--- src/hdl/fqtr_pkg.sv ---
package fqtr_pkg;
  localparam int ADDR_W = 22;
  localparam int DATA_W = 16;
  localparam int BYTE_W = 8;
  localparam int PART_W = 4;
  localparam int BLK_W = 7;
  localparam int BLK_OFF_W = 15;
  localparam int PART_SHIFT = 18;
  localparam int QRY_W = 6;
  localparam int QRY_DEPTH = 64;
  // Output modes of a partition
  typedef enum logic [2:0] {
    FQTR_ARRAY = 3'h1,
    FQTR_QUERY = 3'h2,
    FQTR_STATUS = 3'h4
  } fqtr_mode_e;
  // Bus command codes
  localparam logic [7:0] CMD_READ_ARRAY = 8'hFF;
  localparam logic [7:0] CMD_READ_ID = 8'h90;
  localparam logic [7:0] CMD_QUERY = 8'h98;
  localparam logic [7:0] CMD_READ_STATUS = 8'h70;
  // Query offsets
  localparam logic [QRY_W-1:0] OFS_MFR = 6'h00;
  localparam logic [QRY_W-1:0] OFS_DEV = 6'h01;
  localparam logic [QRY_W-1:0] OFS_BSR = 6'h02;
  localparam logic [QRY_W-1:0] OFS_RSV_LO = 6'h04;
  localparam logic [QRY_W-1:0] OFS_RSV_HI = 6'h0F;
  localparam logic [QRY_W-1:0] OFS_ID = 6'h10;
  localparam logic [QRY_W-1:0] OFS_PTR = 6'h15;
  localparam logic [QRY_W-1:0] OFS_SYS = 6'h1B;
  localparam logic [QRY_W-1:0] OFS_GEO = 6'h27;
  localparam int LOCK_BIT = 0;
  localparam int LOCKDOWN_BIT = 1;
  localparam logic [BYTE_W-1:0] HIGH_BYTE_FILL = 8'h00;
  localparam logic [BYTE_W-1:0] ZERO_BYTE = 8'h00;
  localparam logic [BYTE_W-1:0] EXT_TABLE_OFS = 8'h39;
endpackage

--- src/hdl/fqtr_top.sv ---
// Function
// - query byte only on low data lines
// - upper data byte reads zero in query
// - identification starts at word 0x10
// - words 0x10,0x11 give Q and R
// - ID string bytes 51,52,59
// - multi-byte fields least significant first
// - query command switches partition to query
// - manufacturer at 0, device at 1
// - offsets 0x04-0x0F reserved, no fields
// - system at 0x1B, geometry at 0x27
// - offset 0x15 holds extended table pointer
// - block base plus two gives status
// - status bit0 is block lock
// - status bit1 is block lock-down
// - status bits 2-7 read zero
// - block base is first word, 32K words
// - partition keeps mode until new command
// - all partitions start in array mode
`timescale 1ns/1ps
module fqtr_top #(
  parameter logic [7:0] MFR_CODE = 8'hA5, // Arbitrary value
  parameter logic [7:0] DEV_CODE = 8'h5A // Arbitrary value
) (
  input wire logic core_clk_i,
  input wire logic nrst_i,
  input wire logic [fqtr_pkg::ADDR_W-1:0] addr_i,
  input wire logic [fqtr_pkg::DATA_W-1:0] cmd_data_i,
  input wire logic cmd_we_i,
  input wire logic rd_i,
  input wire logic [fqtr_pkg::DATA_W-1:0] array_data_i,
  input wire logic [fqtr_pkg::BYTE_W-1:0] status_data_i,
  input wire logic [(1<<fqtr_pkg::BLK_W)-1:0] lock_flag_i,
  input wire logic [(1<<fqtr_pkg::BLK_W)-1:0] lockdown_flag_i,
  output logic [fqtr_pkg::BYTE_W-1:0] low_data_byte_lines_o,
  output logic [fqtr_pkg::BYTE_W-1:0] high_data_byte_lines_o,
  output logic rd_valid_o
);
  localparam int NPART = 1 << fqtr_pkg::PART_W;

  logic rst_meta_r;
  logic rst_sync_r;
  // Two-flop copies of every pin; the write strobe gets three
  logic [fqtr_pkg::ADDR_W-1:0] addr_s1_r;
  logic [fqtr_pkg::ADDR_W-1:0] addr_s2_r;
  logic [fqtr_pkg::DATA_W-1:0] cmd_s1_r;
  logic [fqtr_pkg::DATA_W-1:0] cmd_s2_r;
  logic [fqtr_pkg::DATA_W-1:0] arr_s1_r;
  logic [fqtr_pkg::DATA_W-1:0] arr_s2_r;
  logic [fqtr_pkg::BYTE_W-1:0] st_s1_r;
  logic [fqtr_pkg::BYTE_W-1:0] st_s2_r;
  logic [2:0] we_s_r;
  logic [1:0] rd_s_r;
  logic [(1<<fqtr_pkg::BLK_W)-1:0] lk_s1_r;
  logic [(1<<fqtr_pkg::BLK_W)-1:0] lk_s2_r;
  logic [(1<<fqtr_pkg::BLK_W)-1:0] ld_s1_r;
  logic [(1<<fqtr_pkg::BLK_W)-1:0] ld_s2_r;
  fqtr_pkg::fqtr_mode_e mode_r [NPART];
  // Read path
  logic [fqtr_pkg::BYTE_W-1:0] rom_byte;
  logic [fqtr_pkg::BYTE_W-1:0] bsr_byte;
  logic [fqtr_pkg::BYTE_W-1:0] qry_byte;
  logic [fqtr_pkg::PART_W-1:0] rd_part;
  logic [fqtr_pkg::PART_W-1:0] wr_part;
  logic we_rise;
  logic rd_sync;
  logic [fqtr_pkg::BYTE_W-1:0] cmd_code;
  logic cmd_take;
  fqtr_pkg::fqtr_mode_e rd_mode;

  function automatic logic [fqtr_pkg::PART_W-1:0] part_of(
    input logic [fqtr_pkg::ADDR_W-1:0] a
  );
    part_of = a[fqtr_pkg::PART_SHIFT +: fqtr_pkg::PART_W];
  endfunction

  // Only the four read-mode commands are recognised; others leave the mode alone
  function automatic logic known_cmd(
    input logic [fqtr_pkg::BYTE_W-1:0] code
  );
    case (code)
      fqtr_pkg::CMD_READ_ARRAY: known_cmd = 1'b1;
      fqtr_pkg::CMD_READ_ID: known_cmd = 1'b1;
      fqtr_pkg::CMD_QUERY: known_cmd = 1'b1;
      fqtr_pkg::CMD_READ_STATUS: known_cmd = 1'b1;
      default: known_cmd = 1'b0;
    endcase
  endfunction

  // ID and query share one output mode
  function automatic fqtr_pkg::fqtr_mode_e mode_of_cmd(
    input logic [fqtr_pkg::BYTE_W-1:0] code
  );
    case (code)
      fqtr_pkg::CMD_QUERY: mode_of_cmd = fqtr_pkg::FQTR_QUERY;
      fqtr_pkg::CMD_READ_ID: mode_of_cmd = fqtr_pkg::FQTR_QUERY;
      fqtr_pkg::CMD_READ_STATUS: mode_of_cmd = fqtr_pkg::FQTR_STATUS;
      default: mode_of_cmd = fqtr_pkg::FQTR_ARRAY;
    endcase
  endfunction

  // Status word: offset two inside any block
  function automatic logic is_status_word(
    input logic [fqtr_pkg::ADDR_W-1:0] a
  );
    is_status_word = a[fqtr_pkg::QRY_W-1:0] == fqtr_pkg::OFS_BSR
      && a[fqtr_pkg::BLK_OFF_W-1:fqtr_pkg::QRY_W] == '0;
  endfunction

  // Table words: the lowest query offsets of any block
  function automatic logic is_table_word(
    input logic [fqtr_pkg::ADDR_W-1:0] a
  );
    is_table_word = a[fqtr_pkg::BLK_OFF_W-1:fqtr_pkg::QRY_W] == '0;
  endfunction

  always_ff @(posedge core_clk_i or negedge nrst_i)
  begin
    if (!nrst_i)
    begin
      rst_meta_r <= 1'b0;
      rst_sync_r <= 1'b0;
    end
    else
    begin
      rst_meta_r <= 1'b1;
      rst_sync_r <= rst_meta_r;
    end
  end

  // Pins are asynchronous to core_clk; every one passes two flops first
  always_ff @(posedge core_clk_i or negedge rst_sync_r)
  begin
    if (!rst_sync_r)
    begin
      addr_s1_r <= '0;
      addr_s2_r <= '0;
    end
    else
    begin
      addr_s1_r <= addr_i;
      addr_s2_r <= addr_s1_r;
    end
  end

  // Command word is only used at the strobe edge, after it has stood for clocks
  always_ff @(posedge core_clk_i or negedge rst_sync_r)
  begin
    if (!rst_sync_r)
    begin
      cmd_s1_r <= '0;
      cmd_s2_r <= '0;
    end
    else
    begin
      cmd_s1_r <= cmd_data_i;
      cmd_s2_r <= cmd_s1_r;
    end
  end

  always_ff @(posedge core_clk_i or negedge rst_sync_r)
  begin
    if (!rst_sync_r)
    begin
      arr_s1_r <= '0;
      arr_s2_r <= '0;
    end
    else
    begin
      arr_s1_r <= array_data_i;
      arr_s2_r <= arr_s1_r;
    end
  end

  always_ff @(posedge core_clk_i or negedge rst_sync_r)
  begin
    if (!rst_sync_r)
    begin
      st_s1_r <= '0;
      st_s2_r <= '0;
    end
    else
    begin
      st_s1_r <= status_data_i;
      st_s2_r <= st_s1_r;
    end
  end

  // The write strobe gets a third stage so that its rising edge can be seen
  always_ff @(posedge core_clk_i or negedge rst_sync_r)
  begin
    if (!rst_sync_r)
    begin
      we_s_r <= '0;
      rd_s_r <= '0;
    end
    else
    begin
      we_s_r <= {we_s_r[1:0], cmd_we_i};
      rd_s_r <= {rd_s_r[0], rd_i};
    end
  end

  // Lock levels are quasi-static; a change shows on the lines three clocks later
  always_ff @(posedge core_clk_i or negedge rst_sync_r)
  begin
    if (!rst_sync_r)
    begin
      lk_s1_r <= '0;
      lk_s2_r <= '0;
    end
    else
    begin
      lk_s1_r <= lock_flag_i;
      lk_s2_r <= lk_s1_r;
    end
  end

  always_ff @(posedge core_clk_i or negedge rst_sync_r)
  begin
    if (!rst_sync_r)
    begin
      ld_s1_r <= '0;
      ld_s2_r <= '0;
    end
    else
    begin
      ld_s1_r <= lockdown_flag_i;
      ld_s2_r <= ld_s1_r;
    end
  end

  // Edge taken from the second and third stages, never the first
  assign we_rise = we_s_r[1] & ~we_s_r[2];
  assign rd_sync = rd_s_r[1];
  assign cmd_code = cmd_s2_r[fqtr_pkg::BYTE_W-1:0];
  assign cmd_take = we_rise & known_cmd(cmd_code);
  // Writes and reads decode the partition from the same synchronised address
  assign wr_part = part_of(addr_s2_r);
  assign rd_part = part_of(addr_s2_r);
  assign rd_mode = mode_r[rd_part];

  // Per-partition output mode; only command writes change it
  always_ff @(posedge core_clk_i or negedge rst_sync_r)
  begin
    if (!rst_sync_r)
    begin
      for (int p = 0; p < NPART; p++)
      begin
        mode_r[p] <= fqtr_pkg::FQTR_ARRAY;
      end
    end
    else if (cmd_take)
    begin
      mode_r[wr_part] <= mode_of_cmd(cmd_code);
    end
    else
    begin
      // Unknown codes and idle cycles keep the partition's mode
      mode_r[wr_part] <= mode_r[wr_part];
    end
  end

  // Query space uses low word offsets; block status sits at block base + 2
  fqtr_rom u_rom (
    .ofs_i(addr_s2_r[fqtr_pkg::QRY_W-1:0]),
    .mfr_i(MFR_CODE),
    .dev_i(DEV_CODE),
    .byte_o(rom_byte)
  );

  fqtr_bsr u_bsr (
    .blk_i(addr_s2_r[fqtr_pkg::BLK_OFF_W +: fqtr_pkg::BLK_W]),
    .lock_i(lk_s2_r),
    .lockdown_i(ld_s2_r),
    .byte_o(bsr_byte)
  );

  // Any block base + 2 gives status; word 2 of block 0 likewise
  always_comb
  begin
    if (is_status_word(addr_s2_r))
    begin
      qry_byte = bsr_byte;
    end
    else if (is_table_word(addr_s2_r))
    begin
      qry_byte = rom_byte;
    end
    else
    begin
      qry_byte = fqtr_pkg::ZERO_BYTE;
    end
  end

  // Read path is pure selection: nothing here writes mode or lock state
  always_ff @(posedge core_clk_i or negedge rst_sync_r)
  begin
    if (!rst_sync_r)
    begin
      rd_valid_o <= 1'b0;
    end
    else
    begin
      rd_valid_o <= rd_sync;
    end
  end

  // Query and status bytes use the low lines only
  always_ff @(posedge core_clk_i or negedge rst_sync_r)
  begin
    if (!rst_sync_r)
    begin
      low_data_byte_lines_o <= '0;
    end
    else
    begin
      case (rd_mode)
        fqtr_pkg::FQTR_QUERY: low_data_byte_lines_o <= qry_byte;
        fqtr_pkg::FQTR_STATUS: low_data_byte_lines_o <= st_s2_r;
        default: low_data_byte_lines_o <= arr_s2_r[fqtr_pkg::BYTE_W-1:0];
      endcase
    end
  end

  // Upper lines carry data only in array mode
  always_ff @(posedge core_clk_i or negedge rst_sync_r)
  begin
    if (!rst_sync_r)
    begin
      high_data_byte_lines_o <= '0;
    end
    else
    begin
      case (rd_mode)
        fqtr_pkg::FQTR_QUERY: high_data_byte_lines_o <= fqtr_pkg::HIGH_BYTE_FILL;
        fqtr_pkg::FQTR_STATUS: high_data_byte_lines_o <= fqtr_pkg::HIGH_BYTE_FILL;
        default: high_data_byte_lines_o <= arr_s2_r[fqtr_pkg::DATA_W-1:fqtr_pkg::BYTE_W];
      endcase
    end
  end
endmodule

--- src/hdl/fqtr_rom.sv ---
`timescale 1ns/1ps
module fqtr_rom (
  input wire logic [fqtr_pkg::QRY_W-1:0] ofs_i,
  input wire logic [fqtr_pkg::BYTE_W-1:0] mfr_i,
  input wire logic [fqtr_pkg::BYTE_W-1:0] dev_i,
  output logic [fqtr_pkg::BYTE_W-1:0] byte_o
);
  // Multi-byte fields are stored LSB at the lower offset
  always_comb
  begin
    case (ofs_i)
      fqtr_pkg::OFS_MFR: byte_o = mfr_i;
      fqtr_pkg::OFS_DEV: byte_o = dev_i;
      6'h10: byte_o = 8'h51;
      6'h11: byte_o = 8'h52;
      6'h12: byte_o = 8'h59;
      6'h13: byte_o = 8'h03;
      6'h14: byte_o = 8'h00;
      fqtr_pkg::OFS_PTR: byte_o = fqtr_pkg::EXT_TABLE_OFS;
      6'h16: byte_o = 8'h00;
      6'h1B: byte_o = 8'h17;
      6'h1C: byte_o = 8'h19;
      6'h1D: byte_o = 8'hB4;
      6'h1E: byte_o = 8'hC6;
      6'h1F: byte_o = 8'h04;
      6'h21: byte_o = 8'h0A;
      6'h23: byte_o = 8'h04;
      6'h25: byte_o = 8'h03;
      // Geometry contents are not modelled; a parameter could fill them later
      default: byte_o = fqtr_pkg::ZERO_BYTE;
    endcase
  end
endmodule

--- src/hdl/fqtr_bsr.sv ---
`timescale 1ns/1ps
module fqtr_bsr (
  input wire logic [fqtr_pkg::BLK_W-1:0] blk_i,
  input wire logic [(1<<fqtr_pkg::BLK_W)-1:0] lock_i,
  input wire logic [(1<<fqtr_pkg::BLK_W)-1:0] lockdown_i,
  output logic [fqtr_pkg::BYTE_W-1:0] byte_o
);
  always_comb
  begin
    byte_o = fqtr_pkg::ZERO_BYTE;
    byte_o[fqtr_pkg::LOCK_BIT] = lock_i[blk_i];
    byte_o[fqtr_pkg::LOCKDOWN_BIT] = lockdown_i[blk_i];
  end
endmodule

--- config.mk ---
export PLATFORM = sky130hd
export DESIGN_NAME = fqtr_top
export DESIGN_NICKNAME = d
export VERILOG_FILES = /design/src/hdl/fqtr_pkg.sv /design/src/hdl/fqtr_top.sv /design/src/hdl/fqtr_rom.sv /design/src/hdl/fqtr_bsr.sv
export SDC_FILE = /design/constraint.sdc
export NUM_CORES = 1
export LEC_CHECK = 0
export BUFFER_PORTS_ARGS = -buffer_cell sky130_fd_sc_hd__buf_4
export CORE_ASPECT_RATIO = 1.25
export CORE_MARGIN = 10
export CORE_UTILIZATION = 60
export DETAILED_ROUTE_END_ITERATION = 8
export GPL_ROUTABILITY_DRIVEN = 1
export PLACE_DENSITY_LB_ADDON = 0.08
export SETUP_SLACK_MARGIN = 0.1
export SYNTH_ARGS = -nofsm -noshare
export SYNTH_HDL_FRONTEND = slang
export SYNTH_HIERARCHICAL = 1
export SYNTH_SLANG_ARGS = --single-unit
--- constraint.sdc ---
create_clock -name core_clk_i -period 61.9 [get_ports core_clk_i]
set_input_delay 12.38 -clock core_clk_i [delete_from_list [all_inputs] [get_ports core_clk_i]]
set_output_delay 12.38 -clock core_clk_i [all_outputs]
set_load 0.1 [all_outputs]
==> results.toml, run 1 <==
[critical_path]
crit_fanout = 1
rr_worst_depth = 9
cp_num_buf_inv = 1
worstSetupEndpoint = "low_data_byte_lines_o[5]"
crit_type = "reg -> out"
r2r_end = "low_data_byte_lines_o[0]"
startpoint = "low_data_byte_lines_o[5]"
path_cells = "buf_4"
endpoint_kind = "output pin"
cp.required_ns = 49.52
cpPeakStageDelay_ns = 0.35
crit_slowest_cell = "dfrtp_1"
r2r-start = "addr_s2_r[15]"
path_depth = 1
critPathTopFamily = "flip-flops"
crit_path_start_kind = "flip-flop"
r2r_slack_ns = 57.53
critPathArrivalTime_ns = 1.24

[timing]
rsz0062_at_grt = "false"
report.final.slew_viol_count = 0
final.period_utilization_pct = 22.0
worst_pin_slew_ns = 1.20
min_period_ns = 13.62
hold_viol = 0
slew_headroom_pct = 18.0
max_clock_freq_mhz = 73.4
setup_tns_ns = 0
setup-violations-final = 0
holdWs_ns = 0.338
skew_ns = 0.0193

[grt]
grt_overflow = 0
grt_usage_pct = 21.3
grt_pass1_vias = 12200
antenna_found_initial = 7
grt_max_degree = 200
grt_pass1_wl_um = 70200

[floorplan]
io_pins = 339
initial_utilization_pct = 60.7
die_h_um = 231
core_sq_um = 35300
dieArea_sq_um = 43600
die-width_um = 189
placementRows = 77

[finish]
layout-drive-gt1-share_pct = 34.4
layout_commonest_cell = "dfrtp_1"
area_growth_pct = 23.9
fill_cells = 2101
post-route-cell-area_sq_um = 26500
final_nets = 1839
final_cell_mix = "dfrtp_1, buf_4, nand2_1"

[placement]
placed_area_sq_um = 24300
dp_hpwl_um = 30300
gp_congestion = 0.804
port_buffers = 330

[synth]
ys_types = 55
synth-edff-count = 0
netlist_area_sq_um = 21400
syn_inst = 1144
synthArstFlopShare_pct = 100
avgSynthCellArea_sq_um = 18.7
yosys_warnings = 6
ys_seq_area_share_pct = 81.1
ys_ff_latch = 692
ys.flop_type = "dfrtp_1"

[detailed_routing]
wl_um = 45500
wl_per_cell_um = 22.3
drtIter0Drc = 585
vias = 10700
drc_errors = 0
vias_per_cell = 5.22
dr.pass1.iters = 5
ant_nets = 0

[clock_network]
h-tree-depth = 2
cts_sinks = 692
numCtsBuffers = 59
post_cts_buffers = 0
worst_skew_pair.late_latency_ns = 0.60
clockBufferDepth = 3
cts_tree = "built"
cts.clk_slew.worst_paths_ns = 0.07
ctsResizeCount = 0
holdBufCountCts = 0
root_buffer = "clkbuf_16"

[power]
power.internal_uw = 731
p_leak_uw = 0.0121
combPwrFrac_pct = 5.3
p_sw_share_pct = 21.1
irDropWorstVdd_mv = 0.0242
power_uw = 927
clockPowerShare_pct = 42.5
p_sw_uw = 196
power_density_nw_per_um2 = 35.0
seqPwrFrac_pct = 52.2

[outcome]
status = "finished, final reports clean"

[min_path]
min_path_type = "reg -> reg"

[flow_run]
cap_violations = 0
[power groups by stage]
stage	Combinational [uW]	Sequential, uW	Clock, uW
final	49.6	484	394
after global routing	53.6	486	421
after CTS	50.5	484	403
after detailed placement	49.9	492	0
after global placement	49.1	491	0
after floorplan	18.0	498	0
[stage by stage]
step | util [%] | instances | worst slack, ns
finish | 75.1 | 2045 | 48.28
global route | 75.1 | 2044 | 48.25
CTS | 75.1 | 2041 | 48.25
detailed placement | 69.0 | 1930 | 48.91
global placement | 69.0 | 1930 | 48.92
floorplan | - | 1164 | 41.21
[logic make-up (layout without fill, tap and decap cells)]
kind of cell           after synthesis  in the layout  synth area share, %
XOR/XNOR                             2              2               0.0819
multiplexers                       121            121                 10.0
flip-flops                         692            692                 81.1
AO/OA/AOI/OAI                      112            112                 3.31
other                                3             27               0.0526
buffers and inverters               47            450                 1.36
AND/OR/NAND/NOR                    167            167                 4.10
[per-layer routing]
layer / wire length, um / up-vias / global-route usage [%]
li1: - / 4710 / -
met1: 16900 / 5527 / 25.2
met3: 2760 / 98 / 5.53
met5: 41 / - / 0
met4: 1870 / 6 / 9.59
met2: 24000 / 342 / 36.1
[synth_stat cells, types with 2 or more instances]
library cell,instances,share of area (%)
mux2i_1,41,1.9
buf_1,8,0.14
mux4_2,50,5.3
nand4_1,3,0.088
buf_4,8,0.28
a22oi_1,23,0.81
o21ai_0,39,0.91
a221o_1,9,0.42
nand3b_1,2,0.070
nor4_1,4,0.12
mux2_2,11,0.58
o22ai_1,9,0.26
a21oi_1,12,0.28
buf_6,6,0.32
o21ai_1,13,0.30
nand3_1,7,0.16
conb_1,3,0.053
nor2b_1,8,0.23
buf_2,10,0.23
nand2_1,78,1.4
nor3b_1,9,0.32
and2_1,11,0.32
dfstp_2,16,2.0
nor3_1,10,0.23
or4_1,2,0.070
a22oi_2,2,0.12
clkbuf_1,12,0.21
mux4_1,18,2.2
nor2_1,11,0.19
nand2b_1,8,0.23
dfrtp_1,676,79
nand2_2,2,0.058
[registers in the layout, summed over array words and instances, names as in the netlist]
name,flops
addr_s1_r,22
addr_s2_r,22
arr_s1_r,16
arr_s2_r,16
cmd_s1_r,8
cmd_s2_r,8
high_data_byte_lines_o,8
ld_s1_r,128
ld_s2_r,128
lk_s1_r,128
lk_s2_r,128
low_data_byte_lines_o,8
mode_r,48
rd_s_r,2
rd_valid_o,1
rst_meta_r,1
rst_sync_r,1
st_s1_r,8
st_s2_r,8
we_s_r,3
[how the worst min path moves through the flow]
stage / from / slack, ns / depth (start not counted) / to
final: lk_s1_r[93] / 0.34 / 0 / lk_s2_r[93]
after global routing: ld_s1_r[42] / 0.35 / 0 / ld_s2_r[42]
after CTS: lk_s1_r[93] / 0.33 / 0 / lk_s2_r[93]
after detailed placement: arr_s1_r[10] / 0.33 / 0 / arr_s2_r[10]
after global placement: cmd_s1_r[3] / 0.33 / 0 / cmd_s2_r[3]
after floorplan: addr_s1_r[0] / 0.33 / 0 / addr_s2_r[0]
[final cells by class]
class                   count  area, sq um  share of cell area, %
flip-flops and latches    692        17300                   65.5
well taps                 474          593                   2.24
diodes                      4         10.0                 0.0378
inverters                   1         3.75                 0.0142
repair buffers            338         2560                   9.67
clock inverters            36          473                   1.79
clock buffers              75         1670                   6.30
multi-input cells         425         3830                   14.5
(Power assumes the default switching activity.)
==> inputs of run 2 (changes only) <==
--- a/config.mk
+++ b/config.mk
@@ -8,7 +8,7 @@
 export BUFFER_PORTS_ARGS = -buffer_cell sky130_fd_sc_hd__buf_4
 export CORE_ASPECT_RATIO = 1.25
 export CORE_MARGIN = 10
-export CORE_UTILIZATION = 60
+export CORE_UTILIZATION = 55
 export DETAILED_ROUTE_END_ITERATION = 8
 export GPL_ROUTABILITY_DRIVEN = 1
 export PLACE_DENSITY_LB_ADDON = 0.08
==> constraint.sdc (replaced) <==
create_clock -name core_clk_i -period 13.5 [get_ports core_clk_i]
set_input_delay 2.7 -clock core_clk_i [delete_from_list [all_inputs] [get_ports core_clk_i]]
set_output_delay 2.7 -clock core_clk_i [all_outputs]
set_load 0.1 [all_outputs]
==> run 2 against run 1 <==
Utilization decreased by 6.2 points. First-iteration DRC count decreased by 8.4%. Critical path depth increased by 8. Sequential cell count unchanged. Clock-buffer cell count increased by 3. Clock power increased to 4.4 times the previous value. Final area decreased by 0.31%. Via count decreased by 1.7%. Worst hold slack improved by 0.0042 ns. Sequential share of layout area increased by 0.20 points.
==> results.toml, run 2 (synthesized netlist as in run 1, its figures left out) <==
[outcome]
status = "finished, final reports clean"

[finish]
fill_cells = 2487
utilization_pct = 68.9
layout_commonest_cell = "dfrtp_1"
final_nets = 1840
area_growth_pct = 23.5
multiInputGateArea_sq_um = 3830
regArea_sq_um = 17300
final_cell_mix = "dfrtp_1, buf_4, nand2_1"
layout-drive-gt1-share_pct = 33.8

[detailed_routing]
dr.pass1.iters = 4
ant_nets = 0
vias_per_cell = 5.10
wl_per_cell_um = 21.3
drtIter0Drc = 536
drc_errors = 0
wl_um = 43900
vias = 10500

[timing]
fin_ws_ns = 9.27
final.period_utilization_pct = 31.3
min_period_ns = 4.23
skew_ns = 0.0132
setup_tns_ns = 0
report.final.slew_viol_count = 0
worst_pin_slew_ns = 1.17
max_clock_freq_mhz = 237
setup-violations-final = 0
rsz0062_at_grt = "false"
slew_headroom_pct = 21.9
hold_viol = 0

[critical_path]
endpoint_kind = "flip-flop"
cp.required_ns = 13.97
path_cells = "buf_4, mux4_2, mux4_2, o22ai_1, nor3_1, or4_1, mux2i_1, nor3b_1, a221o_1"
crit_slowest_cell = "buf_4"
critPathTopFamily = "multiplexers"
cp_num_buf_inv = 1
crit_type = "reg -> reg"
cp_common_cell = "mux4_2"
cpPeakStageDelay_ns = 0.78
critPathArrivalTime_ns = 4.70
crit_path_start_kind = "flip-flop"
crit_fanout = 46

[floorplan]
core_sq_um = 38300
initial_utilization_pct = 55.8
placementRows = 80
die_h_um = 240
io_pins = 339
dieArea_sq_um = 47200
die-width_um = 196

[clock_network]
numCtsBuffers = 59
ctsResizeCount = 0
worst_skew_pair.late_latency_ns = 0.59
root_buffer = "clkbuf_16"
cts.clk_slew.worst_paths_ns = 0.07
h-tree-depth = 2
cts_sinks = 692
holdBufCountCts = 0
cts_tree = "built"
clockBufferDepth = 3
post_cts_buffers = 0

[power]
p_sw_share_pct = 20.9
p_leak_uw = 0.0121
power_density_nw_per_um2 = 158
clockPowerShare_pct = 41.6
seqPwrFrac_pct = 52.9
power.internal_uw = 3310
irDropWorstVdd_mv = 0.119
p_sw_uw = 873
combPwrFrac_pct = 5.4

[grt]
grt_pass1_wl_um = 67500
grt_pass1_vias = 11900
grt_usage_pct = 18.8
grt_max_degree = 199
antenna_found_initial = 6
grt_overflow = 0

[placement]
dp_hpwl_um = 29900
port_buffers = 330
pre_cts_slack_ns = 9.24
gp_congestion = 0.794

[flow_run]
cap_violations = 0

[min_path]
min_path_type = "reg -> reg"
## run 2: cell count changes in the layout (fill, tap and decap cells not counted), sizes merged
| cell | change |
|---|---|
| bufinv | -1 |
| clkinv | -5 |
| buf | +1 |
| clkbuf | +3 |
| clkinvlp | -3 |
## run 2: final timing paths
check / slack (ns) / end / cells after the start / start
setup / recovery: 9.27 / low_data_byte_lines_o[1] / 9 / addr_s2_r[15]
hold / removal: 0.34 / lk_s2_r[68] / 0 / lk_s1_r[68]
setup reg to reg: 9.27 / low_data_byte_lines_o[1] / 9 / addr_s2_r[15]
hold reg to reg: 0.34 / lk_s2_r[68] / 0 / lk_s1_r[68]
max in group asynchronous: 10.74 / addr_s2_r[19] / 2 / rst_sync_r
min in group asynchronous: 0.47 / lk_s1_r[69] / 0 / rst_sync_r
## run 2: final cells by class
cell class | instances | area share (%)
multi-input combinational | 425 | 14.5
clock inverter | 27 | 1.48
tap | 492 | 2.33
inverter | 1 | 0.0142
sequential | 692 | 65.7
timing repair buffer | 339 | 9.73
clock buffer | 78 | 6.20
antenna | 4 | 0.0379
## run 2: per-layer routing
metal / global-route usage, % / share of wire [%] / vias up
met2: 32.5 / 53 / 287
met3: 4.97 / 6.2 / 61
li1: - / - / 4699
met5: 0 / 0.12 / -
met4: 5.24 / 1.6 / 6
met1: 23.1 / 39 / 5448
## run 2: per-stage QoR
stage	cell area [sq um]	hold WS [ns]	instances	total power [uW]
floorplan	21500	0.331	1164	2360
global placement	24400	0.331	1949	2480
detailed placement	24400	0.335	1949	2490
CTS	26400	0.346	2054	4230
global route	26400	0.350	2057	4340
finish	26400	0.342	2058	4180
## run 2: power groups by stage
stage	Sequential (uW)	Combinational (uW)	Clock, uW
floorplan	2280	82.4	0
global placement	2250	229	0
detailed placement	2250	232	0
CTS	2220	234	1780
global route	2220	247	1870
finish	2210	228	1740
## run 2: worst reg2reg max path, delay by kind of cell (launching register included)
family | cells | cell delay [ns]
muxes | 3 | 1.33
buffers and inverters | 1 | 0.80
and+or+nand+nor | 3 | 0.68
DFF | 1 | 0.76
AOI/OAI and AO/OA | 2 | 0.55
